===== src/inc/disc_rw_map.svh =====
// Register fields, fault positions, reset values and sector counts.
`ifndef DISC_RW_MAP_SVH
`define DISC_RW_MAP_SVH

// ----------------------------------------------------------------------
// Command register fields
// ----------------------------------------------------------------------
`define CMD_WRITE_BIT 0
`define CMD_READ_BIT 1
`define CMD_CLEAR_BIT 3
`define CMD_PARITY_BIT 5
`define CMD_SERVO_BIT 6

// ----------------------------------------------------------------------
// Fault flag positions
// ----------------------------------------------------------------------
`define FLT_UNSAFE_BIT 0
`define FLT_PARITY_BIT 1
`define FLT_SERVO_BIT 2
`define FLT_NOFRAME_BIT 3

// ----------------------------------------------------------------------
// Reset values
// ----------------------------------------------------------------------
`define ADDR_RESET 8'h00
`define CMD_RESET 8'h00
`define STATUS_RESET 8'h00
`define PHASE_RESET 3'h1

// ----------------------------------------------------------------------
// Sector layout counts
// ----------------------------------------------------------------------
`define SYNC_BYTES 9'h00E
`define FRAME_WORD 10'h229
`define FRAME_LAST 4'h9
`define READ_STROBES 9'h114
`define WRITE_STROBES 9'h116
`define SEF_INDEX 9'h102
`define DUMMY_END 9'h104

`endif


===== src/inc/disc_rw_pkg.sv =====
// Types shared by the sector controller and its encoder.
package disc_rw_pkg;

    // ------------------------------------------------------------------
    // Sector sequencer states
    // ------------------------------------------------------------------
    typedef enum logic [7:0] {
        ST_IDLE = 8'h01,
        ST_SYNC = 8'h02,
        ST_FRAME = 8'h04,
        ST_WDATA = 8'h08,
        ST_LOCK = 8'h10,
        ST_SEARCH = 8'h20,
        ST_RDATA = 8'h40,
        ST_DONE = 8'h80
    } sector_state_type;

    // ------------------------------------------------------------------
    // State records
    // ------------------------------------------------------------------
    typedef struct packed {
        sector_state_type st;
        logic [7:0] addr;
        logic [7:0] cmd;
        logic [7:0] status;
        logic [7:0] pend;
        logic op_wr;
        logic op_rd;
        logic op_par;
        logic op_srv;
        logic cs_n_d;
        logic sos_d;
        logic wclk_d;
        logic rclk_d;
        logic inhib_d;
        logic in_field;
        logic rd_drive;
        logic irq_n;
        logic wgate_n;
        logic rden;
        logic strobe;
        logic sef_n;
        logic wdata;
        logic enc_load;
        logic enc_clr;
        logic [7:0] enc_byte;
        logic [7:0] rd_data;
        logic [7:0] dbyte;
        logic [8:0] scount;
        logic [8:0] bcount;
        logic [9:0] fshift;
        logic [3:0] nbits;
        logic [2:0] phase_a;
        logic [2:0] phase_b;
    } ctl_state_type;

    typedef struct packed {
        logic [15:0] dsr;
        logic [4:0] dcnt;
        logic [5:0] csr;
        logic [2:0] ccnt;
    } enc_state_type;

endpackage : disc_rw_pkg


===== src/disc_rw_sector_controller.sv =====
// Sector read/write controller: host registers, sequencer and encoder.
`timescale 1ns/1ps
`default_nettype none
`include "disc_rw_map.svh"
module disc_rw_sector_controller #(
    parameter logic [8:0] LOCK_TICKS = 9'h040
) (
    // Clock and reset
    input wire logic clk_sys_in,
    input wire logic nrst_in,
    // Host control port
    input wire logic [7:0] host_ctl_bus_in,
    output logic [7:0] host_ctl_bus_out,
    output logic host_ctl_bus_oe_out,
    input wire logic host_dir_line_in,
    input wire logic host_reg_select_in,
    input wire logic host_chip_select_n_in,
    output logic fault_irq_n_out,
    // Disc data port
    input wire logic [7:0] disc_byte_bus_in,
    output logic [7:0] disc_byte_bus_out,
    output logic disc_byte_bus_oe_out,
    output logic byte_strobe_out,
    output logic ecc_field_start_n_out,
    input wire logic sector_start_n_in,
    input wire logic write_inhibit_n_in,
    // Servo and read chain
    input wire logic write_clock_in,
    input wire logic servo_error_n_in,
    input wire logic read_clock_in,
    input wire logic read_data_in,
    input wire logic current_unsafe_in,
    input wire logic parity_error_in,
    // Read/write electronics
    output logic write_gate_n_out,
    output logic parity_check_enable_out,
    output logic read_enable_out,
    output logic write_data_out,
    output logic [3:0] head_select_out,
    output logic [1:0] cyl_high_out,
    output logic [1:0] rw_adjust_out,
    output logic [2:0] phase_a_out,
    output logic [2:0] phase_b_out
);
    disc_rw_pkg::ctl_state_type s, n;
    logic sos_rise;
    logic sos_fall;
    logic cs_rise;
    logic wtick;
    logic rtick;
    logic tick;
    logic enc_shift;
    logic enc_need;
    logic enc_empty;
    logic enc_bit;
    logic [7:0] end_faults;
    logic [9:0] frame_next;

    // ------------------------------------------------------------------
    // Edge detection
    // ------------------------------------------------------------------
    assign sos_rise = sector_start_n_in && !s.sos_d;
    assign sos_fall = !sector_start_n_in && s.sos_d;
    assign cs_rise = host_chip_select_n_in && !s.cs_n_d;
    assign wtick = write_clock_in && !s.wclk_d;
    assign rtick = read_clock_in && !s.rclk_d;
    assign tick = s.rden ? rtick : wtick;
    assign enc_shift = tick && ((s.st == disc_rw_pkg::ST_SYNC)
        || (s.st == disc_rw_pkg::ST_WDATA));
    assign frame_next = {s.fshift[8:0], read_data_in};

    // ------------------------------------------------------------------
    // Outputs
    // ------------------------------------------------------------------
    // The read buffer follows chip select directly; data comes from a flop.
    assign host_ctl_bus_out = s.rd_data;
    assign host_ctl_bus_oe_out = !host_chip_select_n_in
        && !host_dir_line_in;
    assign fault_irq_n_out = s.irq_n;
    assign disc_byte_bus_out = s.dbyte;
    assign disc_byte_bus_oe_out = s.rd_drive;
    assign byte_strobe_out = s.strobe;
    assign ecc_field_start_n_out = s.sef_n;
    assign write_gate_n_out = s.wgate_n;
    assign parity_check_enable_out = s.op_par;
    assign read_enable_out = s.rden;
    assign write_data_out = s.wdata;
    assign head_select_out = s.addr[3:0];
    assign cyl_high_out = s.addr[5:4];
    assign rw_adjust_out = s.addr[7:6];
    assign phase_a_out = s.phase_a;
    assign phase_b_out = s.phase_b;

    vblock_encoder u_encoder (
        .clk_sys_in(clk_sys_in),
        .nrst_in(nrst_in),
        .clear_in(s.enc_clr),
        .shift_in(enc_shift),
        .load_in(s.enc_load),
        .byte_in(s.enc_byte),
        .need_out(enc_need),
        .empty_out(enc_empty),
        .bit_out(enc_bit)
    );

    // ------------------------------------------------------------------
    // Next state
    // ------------------------------------------------------------------
    always_comb begin
        end_faults = 8'h00;
        n = s;
        n.strobe = 1'b0;
        n.enc_load = 1'b0;
        n.enc_clr = 1'b0;
        n.wdata = 1'b0;
        n.cs_n_d = host_chip_select_n_in;
        n.sos_d = sector_start_n_in;
        n.wclk_d = write_clock_in;
        n.rclk_d = read_clock_in;
        n.inhib_d = write_inhibit_n_in;
        n.rd_data = host_reg_select_in ? s.addr : s.status;
        if (wtick) begin
            n.phase_a = {s.phase_a[1:0], s.phase_a[2]};
        end
        if (tick) begin
            n.phase_b = {s.phase_b[1:0], s.phase_b[2]};
        end
        if (cs_rise && host_dir_line_in) begin
            if (host_reg_select_in) begin
                n.addr = host_ctl_bus_in;
            end else begin
                n.cmd = host_ctl_bus_in;
                if (host_ctl_bus_in[`CMD_CLEAR_BIT]) begin
                    n.status = `STATUS_RESET;
                    n.irq_n = 1'b1;
                end
            end
        end
        if (s.in_field && (s.op_wr || s.op_rd)) begin
            if (current_unsafe_in) begin
                n.pend[`FLT_UNSAFE_BIT] = 1'b1;
            end
            if (s.op_par && parity_error_in) begin
                n.pend[`FLT_PARITY_BIT] = 1'b1;
            end
            if (s.op_srv && s.op_rd && !servo_error_n_in) begin
                n.pend[`FLT_SERVO_BIT] = 1'b1;
            end
        end
        unique case (s.st)
            disc_rw_pkg::ST_IDLE, disc_rw_pkg::ST_DONE: begin
            end
            disc_rw_pkg::ST_SYNC: begin
                if (enc_shift) begin
                    n.wdata = enc_bit;
                end
                if (s.bcount != `SYNC_BYTES) begin
                    if (enc_need && !s.enc_load) begin
                        n.enc_load = 1'b1;
                        n.enc_byte = 8'h00;
                        n.bcount = s.bcount + 9'h001;
                    end
                end else if (enc_empty && !s.enc_load) begin
                    n.st = disc_rw_pkg::ST_FRAME;
                    n.fshift = `FRAME_WORD;
                    n.nbits = 4'h0;
                end
            end
            disc_rw_pkg::ST_FRAME: begin
                if (tick) begin
                    n.wdata = s.fshift[9];
                    n.fshift = {s.fshift[8:0], 1'b0};
                    n.nbits = s.nbits + 4'h1;
                    if (s.nbits == `FRAME_LAST) begin
                        n.st = disc_rw_pkg::ST_WDATA;
                    end
                end
            end
            disc_rw_pkg::ST_WDATA: begin
                if (enc_shift) begin
                    n.wdata = enc_bit;
                end
                if (s.strobe) begin
                    n.scount = s.scount + 9'h001;
                    if ((s.scount < `SEF_INDEX)
                        || (s.scount >= `DUMMY_END)) begin
                        n.enc_load = 1'b1;
                        n.enc_byte = disc_byte_bus_in;
                    end
                end else if (enc_need && !s.enc_load
                    && (s.scount < `WRITE_STROBES)) begin
                    n.strobe = 1'b1;
                end
            end
            disc_rw_pkg::ST_LOCK: begin
                if (wtick) begin
                    if (s.bcount == LOCK_TICKS - 9'h001) begin
                        n.rden = 1'b1;
                        n.st = disc_rw_pkg::ST_SEARCH;
                        n.fshift = 10'h000;
                    end else begin
                        n.bcount = s.bcount + 9'h001;
                    end
                end
            end
            disc_rw_pkg::ST_SEARCH: begin
                if (rtick) begin
                    n.fshift = frame_next;
                    if (frame_next == `FRAME_WORD) begin
                        n.st = disc_rw_pkg::ST_RDATA;
                        n.nbits = 4'h0;
                    end
                end
            end
            disc_rw_pkg::ST_RDATA: begin
                if (s.strobe) begin
                    n.scount = s.scount + 9'h001;
                end
                if (rtick) begin
                    n.fshift = frame_next;
                    n.nbits = s.nbits + 4'h1;
                    if (s.nbits == 4'h7) begin
                        n.nbits = 4'h0;
                        if (s.scount < `READ_STROBES && !s.strobe) begin
                            n.dbyte = frame_next[7:0];
                            n.strobe = 1'b1;
                        end
                    end
                end
                if (n.scount == `READ_STROBES) begin
                    n.st = disc_rw_pkg::ST_DONE;
                end
            end
        endcase
        if (n.scount == `SEF_INDEX) begin
            n.sef_n = 1'b0;
        end
        if (sos_fall) begin
            n.in_field = 1'b1;
            n.scount = 9'h000;
            n.bcount = 9'h000;
            n.st = disc_rw_pkg::ST_IDLE;
            if (s.inhib_d && s.op_wr) begin
                n.st = disc_rw_pkg::ST_SYNC;
                n.wgate_n = 1'b0;
                n.enc_clr = 1'b1;
            end else if (s.inhib_d && s.op_rd) begin
                n.st = disc_rw_pkg::ST_LOCK;
                n.rd_drive = 1'b1;
            end
        end
        if (sos_rise) begin
            end_faults = n.pend;
            if (s.st == disc_rw_pkg::ST_SEARCH) begin
                end_faults[`FLT_NOFRAME_BIT] = 1'b1;
            end
            // A clear in this cycle is applied first so new faults survive.
            n.status = n.status | end_faults;
            if (end_faults != 8'h00) begin
                n.irq_n = 1'b0;
            end
            n.pend = 8'h00;
            n.op_wr = n.cmd[`CMD_WRITE_BIT];
            n.op_rd = n.cmd[`CMD_READ_BIT];
            n.op_par = n.cmd[`CMD_PARITY_BIT];
            n.op_srv = n.cmd[`CMD_SERVO_BIT];
            n.cmd[`CMD_WRITE_BIT] = 1'b0;
            n.cmd[`CMD_READ_BIT] = 1'b0;
            n.in_field = 1'b0;
            n.rd_drive = 1'b0;
            n.st = disc_rw_pkg::ST_IDLE;
            n.wgate_n = 1'b1;
            n.rden = 1'b0;
            n.sef_n = 1'b1;
            n.strobe = 1'b0;
        end
        if (s.in_field && s.op_wr && current_unsafe_in) begin
            n.wgate_n = 1'b1;
        end
    end

    // ------------------------------------------------------------------
    // State register
    // ------------------------------------------------------------------
    localparam disc_rw_pkg::ctl_state_type CTL_RESET = '{
        st: disc_rw_pkg::ST_IDLE,
        addr: `ADDR_RESET,
        cmd: `CMD_RESET,
        status: `STATUS_RESET,
        cs_n_d: 1'b1,
        sos_d: 1'b1,
        inhib_d: 1'b1,
        irq_n: 1'b1,
        wgate_n: 1'b1,
        sef_n: 1'b1,
        phase_a: `PHASE_RESET,
        phase_b: `PHASE_RESET,
        default: '0
    };

    always_ff @(posedge clk_sys_in or negedge nrst_in) begin
        if (!nrst_in) begin
            s <= CTL_RESET;
        end else begin
            s <= n;
        end
    end
endmodule : disc_rw_sector_controller
`default_nettype wire


===== src/vblock_encoder.sv =====
// Variable block code encoder feeding the write data pulses.
`timescale 1ns/1ps
`default_nettype none
module vblock_encoder (
    // Clock and reset
    input wire logic clk_sys_in,
    input wire logic nrst_in,
    // Control and data
    input wire logic clear_in,
    input wire logic shift_in,
    input wire logic load_in,
    input wire logic [7:0] byte_in,
    // Status and code bit
    output logic need_out,
    output logic empty_out,
    output logic bit_out
);
    disc_rw_pkg::enc_state_type s, n;

    assign need_out = (s.dcnt <= 5'h08);
    assign empty_out = (s.dcnt == 5'h00) && (s.ccnt == 3'h0);
    assign bit_out = s.csr[5];

    // ------------------------------------------------------------------
    // Block parser
    // ------------------------------------------------------------------
    // A pair 11 waits for two more bits, so a trailing 11 stalls until the
    // next byte arrives.
    always_comb begin
        n = s;
        if (shift_in && (s.ccnt != 3'h0)) begin
            n.csr = {s.csr[4:0], 1'b0};
            n.ccnt = s.ccnt - 3'h1;
        end
        if (s.ccnt == 3'h0) begin
            if ((s.dcnt >= 5'h02) && (s.dsr[15:14] != 2'b11)) begin
                case (s.dsr[15:14])
                    2'b00: n.csr = {~1'b0, 2'b01, 3'b000};
                    2'b01: n.csr = 6'b010000;
                    default: n.csr = {~1'b1, 2'b10, 3'b000};
                endcase
                n.ccnt = 3'h3;
                n.dsr = {s.dsr[13:0], 2'b00};
                n.dcnt = s.dcnt - 5'h02;
            end else if ((s.dcnt >= 5'h04) && (s.dsr[15:14] == 2'b11)) begin
                case (s.dsr[13:12])
                    2'b00: n.csr = 6'b010001;
                    2'b01: n.csr = {~1'b0, 5'b00000};
                    2'b10: n.csr = {~1'b0, 5'b00001};
                    default: n.csr = 6'b010000;
                endcase
                n.ccnt = 3'h6;
                n.dsr = {s.dsr[11:0], 4'h0};
                n.dcnt = s.dcnt - 5'h04;
            end
        end
        if (load_in) begin
            n.dsr = n.dsr | ({byte_in, 8'h00} >> n.dcnt);
            n.dcnt = n.dcnt + 5'h08;
        end
        if (clear_in) begin
            n = '0;
        end
    end

    always_ff @(posedge clk_sys_in or negedge nrst_in) begin
        if (!nrst_in) begin
            s <= '0;
        end else begin
            s <= n;
        end
    end
endmodule : vblock_encoder
`default_nettype wire


===== config.mk =====
export PLATFORM = sky130hd
export DESIGN_NAME = disc_rw_sector_controller
export DESIGN_NICKNAME = d
export VERILOG_FILES = /design/src/inc/disc_rw_pkg.sv /design/src/disc_rw_sector_controller.sv /design/src/vblock_encoder.sv
export VERILOG_INCLUDE_DIRS = /design/src /design/src/inc
export SDC_FILE = /design/constraint.sdc
export NUM_CORES = 1
export LEC_CHECK = 0
export BUFFER_PORTS_ARGS = -buffer_cell sky130_fd_sc_hd__buf_2
export CAP_MARGIN = 20
export CELL_PAD_IN_SITES_DETAIL_PLACEMENT = 1
export CELL_PAD_IN_SITES_GLOBAL_PLACEMENT = 1
export CORE_MARGIN = 10
export CORE_UTILIZATION = 47
export DETAILED_ROUTE_END_ITERATION = 8
export PLACE_DENSITY_LB_ADDON = 0.1
export SLEW_MARGIN = 5
export SYNTH_ARGS = -nofsm -noshare
export SYNTH_HDL_FRONTEND = slang
export SYNTH_HIERARCHICAL = 1
export SYNTH_SLANG_ARGS = --single-unit

===== constraint.sdc =====
create_clock -name clk_sys_in -period 4 [get_ports clk_sys_in]
set_clock_uncertainty 0.05 [all_clocks]
set_input_delay 0.4 -clock clk_sys_in [delete_from_list [all_inputs] [get_ports clk_sys_in]]
set_output_delay 0.4 -clock clk_sys_in [all_outputs]
set_load 0.01 [all_outputs]

# After elaboration in Yosys (flattened, before gate mapping)
# Cells that the tools add are included.
dict set report word_totals {
  in_bits 29
  out_inout_bits 39
  reg_bits 145
  elab_cells 256
}
dict set report classes {
  n_eq_ne 43
  reduce_logical 68
  bitwise 3
  add_sub_neg 7
  n_lt_le_gt_ge 7
  shifts 1
  n_mux 89
}
# operator count
set ops {}
lappend ops {{8-bit 2-to-1 mux} 17}
lappend ops {{30-bit 2-to-1 mux} 4}
lappend ops {{14-bit 2-to-1 mux} 5}
lappend ops {{9-bit 2-to-1 mux} 6}
lappend ops {{10-bit case mux with 5 select lines} 1}
lappend ops {{8-bit case mux with 5 select lines} 1}
lappend ops {{9-bit case mux with 2 select lines} 2}
lappend ops {{1-bit 2-to-1 mux} 32}
lappend ops {{4-bit != test, second input constant} 8}
lappend ops {{15-bit 2-to-1 mux} 2}
lappend ops {{9-bit < comparator, second input constant} 3}
lappend ops {{1-bit logical AND} 24}
lappend ops {{22-bit 2-to-1 mux} 1}
lappend ops {{21-bit 2-to-1 mux} 1}
lappend ops {{2-bit != test, second input constant} 10}
lappend ops {{19-bit 2-to-1 mux} 1}
lappend ops {{9-bit by 1-bit adder with 9-bit output, second input constant} 2}
lappend ops {{9-bit == test, second input constant} 2}
lappend ops {{18-bit 2-to-1 mux} 1}
lappend ops {{6-bit case mux with 3 select lines} 1}
lappend ops {{16-bit bitwise OR} 1}
lappend ops {{4-bit case mux with 4 select lines} 1}
lappend ops {{8-bit case mux with 2 select lines} 1}
lappend ops {{16-bit by 5-bit right shift with 16-bit output} 1}
lappend ops {{55 further kinds} 90}

# Depth between registers and ports, before layout
dict set report depth {
  word_depth 13
  ltp_mapped 13
  depth_no_buf 10
}

# Cells and area by module
# Netlist, hierarchy kept.
# mod cells_each area_each_um2 seq_area_each_um2 instances
set by_module_without_submodules {}
lappend by_module_without_submodules {disc_rw_sector_controller 517 5341.4 2713.9 1}
lappend by_module_without_submodules {vblock_encoder 277 2438.6 725.7 1}

# Worst setup path before layout
# Ideal clock, no wire load.
dict set report synth_path {
  kind {reg-to-reg}
  startpoint {reg u_encoder/s[0] (netlist bit)}
  endpoint {reg s[114] (netlist bit)}
  arrival_ns 2.618
  setup_ns 0.128
  period_less_slack_ns 2.796
  path_slack_ns 1.204
  required_time_ns 3.822
  path_stages_with_launch 13
  n_path_buf 2
  path_cell_list {dfrtp_1 -> inv_1 -> ha_1 -> nand2b_1 -> buf_2 -> buf_1 -> nor4b_1 -> nand2b_1 -> nor4_2 -> a2bb2oi_4 -> nand4b_1 -> o21ai_2 -> mux2_1}
}
dict set report synth_between {
  elab_chain_cells 5
}
# element line_no
set synth_rtl {}
lappend synth_rtl {{from (decl)} vblock_encoder.sv:18} ;# disc_rw_pkg::enc_state_type s, n;
lappend synth_rtl {{from (signal assigned)} vblock_encoder.sv:70} ;# s <= n;
lappend synth_rtl {{3-bit zero test} vblock_encoder.sv:21} ;# assign empty_out = (s.dcnt == 5'h00) && (s.ccnt == 3'h0);
lappend synth_rtl {{1-bit logical AND} vblock_encoder.sv:21}
lappend synth_rtl {{named net enc_empty} disc_rw_sector_controller.sv:54} ;# logic enc_empty;
lappend synth_rtl {{1-bit logical AND} disc_rw_sector_controller.sv:163} ;# end else if (enc_empty && !s.enc_load) begin
lappend synth_rtl {{4-bit by 3-bit != test with 1-bit output (no source line)} n/a}
lappend synth_rtl {{10-bit AND reduction (no source line)} n/a}
lappend synth_rtl {{to (signal assigned)} disc_rw_sector_controller.sv:305} ;# s <= n;
lappend synth_rtl {{to (decl)} disc_rw_sector_controller.sv:45} ;# disc_rw_pkg::ctl_state_type s, n;
# The timed path passes the listed nets, and every way through them passes these cells.
# A chain may end at the register's enable or synchronous reset.

# Worst setup path in the final report
dict set report layout_path {
  startpoint {reg u_encoder/s[0] (netlist bit)}
  endpoint {reg s (netlist bit frame_next[7])}
}
dict set report layout_between {
  elab_chain_cells 5
}
# element line_no
set layout_rtl {}
lappend layout_rtl {{3-bit zero test} vblock_encoder.sv:21}
lappend layout_rtl {{1-bit logical AND} vblock_encoder.sv:21}
lappend layout_rtl {{named net enc_empty} disc_rw_sector_controller.sv:54}
lappend layout_rtl {{1-bit logical AND} disc_rw_sector_controller.sv:163}
lappend layout_rtl {{2-bit by 1-bit != test with 1-bit output (no source line)} n/a}
lappend layout_rtl {{8-bit AND reduction (no source line)} n/a}
# The timed path passes the listed nets, and every way through them passes these cells.

==> impl_metrics.ini <==
[run_status]
outcome = completed

[yosys]
post_synthesis_mux_area_share_pct = 5.516
synth_area_um2 = 7780
gate_count_post_synth = 794
yosysUniqueCellTypes = 93
synthTopCellsByCount = sky130_fd_sc_hd__dfrtp_1, sky130_fd_sc_hd__nand2_1, sky130_fd_sc_hd__nor2_1, sky130_fd_sc_hd__buf_4, sky130_fd_sc_hd__o21ai_0
synth-warning-count = 6
synth_area_leader_cell = sky130_fd_sc_hd__dfrtp_1
yosys.area_share.adder_pct = 2.895
synth.top_cells.by_area = sky130_fd_sc_hd__dfrtp_1, sky130_fd_sc_hd__nand2_1, sky130_fd_sc_hd__mux2_2
synth_top_family_by_area = simple AND/OR/NAND/NOR gates
synth_top_cell_area_share_pct = 41.17
post_synth_xor_area_fraction_pct = 2.798
synth_simple_gate_area_share_pct = 21.08
avgSynthCellArea_um2 = 9.798
synth_seq_cells = 137
synth_compound_gate_area_share_pct = 16.97
synth_edf_count = 0
synth_top_flop_cell = sky130_fd_sc_hd__dfrtp_1
post_synthesis_sequential_area_ratio_pct = 44.21
syn_nets = 841
synthArstFlopShare_pct = 100.0
synth_most_common_cell = sky130_fd_sc_hd__dfrtp_1

[sta]
tightest_slew_ps = 914.8
rsz_0062_raised_after_global_routing = no
hold_ws_ps = 9.580
timing.final.max_slew_violations = 0
final_worst_path_period_need_ps = 2985
setup-tns-final_ps = 0
timing.slew.headroom_pct = 39.01
f_max_mhz = 335.0
setup_violation_total_in_the_final_timing_report = 0
count_of_endpoints_failing_hold_in_the_final_timing_report = 0
timing.final.crit_share_pct = 74.62

[detailed_routing]
route.detailed.wl_per_inst_um = 20.82
vias = 6289
drt_pass1_iterations = 5
vias_per_cell = 5.978
drt_drc_violations_left = 0
overall_routed_net_length_um = 21900
antenna_left = 0
drt-initial-drc-count = 350

[cts]
tritoncts_clock_tree = built
cts_root_buffer = sky130_fd_sc_hd__clkbuf_16
cts.reportedPaths.clkPinSlew_ps = 60
ctsHtreeMaxLevel = 4
cts_resized = 0
clock_insertion_delay_worst_skew_ps = 430
numCtsBuffers = 17
numClockSinks = 137
cts_max_path_buffers = 2

[global_route]
grt_pass1_wl_um = 36160
grt_usage_pct = 20.18
grt-ovfl-total = 0
grt_pass1_vias = 6728
initial_antenna_violation_count = 0
pin_count_of_the_biggest_net_entering_global_routing = 95

[min_path]
hp-class = input pin to asynchronous set/reset pin

[critical_path]
critical_path_class = flip-flop to flip-flop
worstPathCellList = inv_1 -> ha_1 -> nand2b_1 -> nor4b_1 -> nand2b_1 -> nor4_2 -> nor2_1 -> nand4bb_1 -> nand2_1 -> o21ai_0
max_stage_delay_ps = 730
critical_path_peak_fanout = 20
r2r.worst_path.cells = 10
crit_slowest_cell = sky130_fd_sc_hd__nand4bb_1
cp_common_cell = sky130_fd_sc_hd__nand2b_1
crit_path_arrival_time_ps = 3220
nature_of_the_critical_path_startpoint = flip-flop
endpoint_kind = flip-flop
crit_required_ps = 4240

[die]
ioPinCount = 68
die_w_um = 148.7
die_ar_um2 = 22100
floorplan.core_area_um2 = 16060
num_rows = 46
floorplan.initialDensity_pct = 48.45
die_h_um = 148.7

[layout]
post_route_cells_drive_above_1_share_pct = 21.65
nets = 870
synth_to_layout_area_growth_pct = 10.69
antenna-diode-count = 0

[flow_run]
drv_cap = 0

[pwr]
peak_supply_drop_v = 0.0003767
power.static_leakage_nw = 3.781
p_per_area_nw_per_um2 = 632.8

[placement]
gp_routability_congestion = 0.8732
numPortBuffers = 67
post_dp_hpwl_um = 15590
-- worst max-delay path: cells and delay by family, from the launching register on --
| kind | cells | cell delay (ps) |
|---|---|---|
| simple gates | 7 | 1950 |
| flops | 1 | 390 |
| fa+ha+maj | 1 | 240 |
| compound gates | 1 | 100 |
| buf+inv | 1 | 90 |
-- area by class of cell --
type	count	area [um2]
clock buffers	19	432.9
clock inverters	13	120.1
fillers	1817	7446
inverters	18	67.56
multi-input cells	568	3832
flip-flops and latches	137	3440
well taps	216	270.3
repair buffers	81	449.2
-- flip-flops by register name, indices dropped and copies added (netlist names) --
register / cells
read_enable_out: 1
write_gate_n_out: 1
cyl_high_out: 2
phase_b_out: 3
parity_check_enable_out: 1
u_encoder/s: 28
head_select_out: 4
host_ctl_bus_out: 8
ecc_field_start_n_out: 1
rw_adjust_out: 2
phase_a_out: 3
u_encoder/bit_out: 1
write_data_out: 1
disc_byte_bus_out: 8
byte_strobe_out: 1
frame_next: 9
fault_irq_n_out: 1
s: 61
disc_byte_bus_oe_out: 1
-- timing repair --
item                      CTS  global route
hold endpoints to repair    1             0
hold buffers                1             0
buffers inserted            0             0
-- cells in the final DEF, fill, tap and decap left out, types with 7 or more instances in the layout --
cell type	synthesis	routed
sky130_fd_sc_hd__nand3_1	26	26
sky130_fd_sc_hd__a22oi_1	7	7
sky130_fd_sc_hd__mux2i_1	8	8
sky130_fd_sc_hd__clkbuf_16	0	17
sky130_fd_sc_hd__buf_2	10	66
sky130_fd_sc_hd__dfstp_2	9	9
sky130_fd_sc_hd__mux2_2	28	28
sky130_fd_sc_hd__nand4b_1	7	7
sky130_fd_sc_hd__nor3_1	15	15
sky130_fd_sc_hd__o21ai_0	30	30
sky130_fd_sc_hd__and2_1	9	9
sky130_fd_sc_hd__a31oi_1	16	16
sky130_fd_sc_hd__nand2b_1	16	16
sky130_fd_sc_hd__nor2_1	64	64
sky130_fd_sc_hd__buf_4	33	13
sky130_fd_sc_hd__dfrtp_1	128	128
sky130_fd_sc_hd__a21oi_1	27	27
sky130_fd_sc_hd__nand2_1	102	102
sky130_fd_sc_hd__a211oi_1	8	8
sky130_fd_sc_hd__o21ai_1	12	12
sky130_fd_sc_hd__inv_1	17	17
sky130_fd_sc_hd__nand4_1	9	9
sky130_fd_sc_hd__xnor2_1	11	11
sky130_fd_sc_hd__ha_1	18	18
sky130_fd_sc_hd__xor2_1	12	12
-- per-layer routing --
layer | global-route usage, % | up-vias | part of all wire (%)
li1 | - | 2926 | -
met1 | 25.37 | 3185 | 45
met2 | 33.42 | 152 | 49
met3 | 4.854 | 26 | 4.8
met4 | 6.293 | 0 | 1.4
met5 | 0 | - | 0
-- per-stage QoR --
stage | util (%) | cell area [um2] | total power, mW | cells | setup WS [ps]
after floorplan | - | 7780 | 3.378 | 794 | 1204
after detailed placement | 50.12 | 8049 | 3.928 | 1019 | 1023
final | 53.63 | 8612 | 5.450 | 1052 | 1015
after CTS | 53.63 | 8612 | 5.463 | 1052 | 1015
after global routing | 53.63 | 8612 | 5.791 | 1052 | 697.1
after global placement | 50.12 | 8049 | 3.836 | 1019 | 1077
-- final timing paths --
path / from / endpoint / slack [ps]
max in group asynchronous: nrst_in / fault_irq_n_out / 2940
hold / removal: nrst_in / s[31] / 10
hold reg to reg: write_gate_n_out / write_gate_n_out / 440
setup / recovery: u_encoder/s[0] / frame_next[7] / 1020
min in group clk_sys_in: write_clock_in / s[74] / 30
setup reg to reg: u_encoder/s[0] / frame_next[7] / 1020
-- report_power, final --
group / switching (mW) / leakage (nW) / internal, mW
logic: 1.23 / 1.77 / 0.725
clock network: 0.641 / 0.252 / 0.857
registers: 0.331 / 1.76 / 1.67
total: 2.20 / 3.78 / 3.25
-- cells by family after synthesis --
logic type | after synthesis
AO/OA/AOI/OAI | 180
XOR/XNOR | 24
adder cells (fa/ha/maj) | 18
buffers and inverters | 89
flip-flops | 137
multiplexers | 38
AND/OR/NAND/NOR | 308
Power figures use the tool's default switching activity.
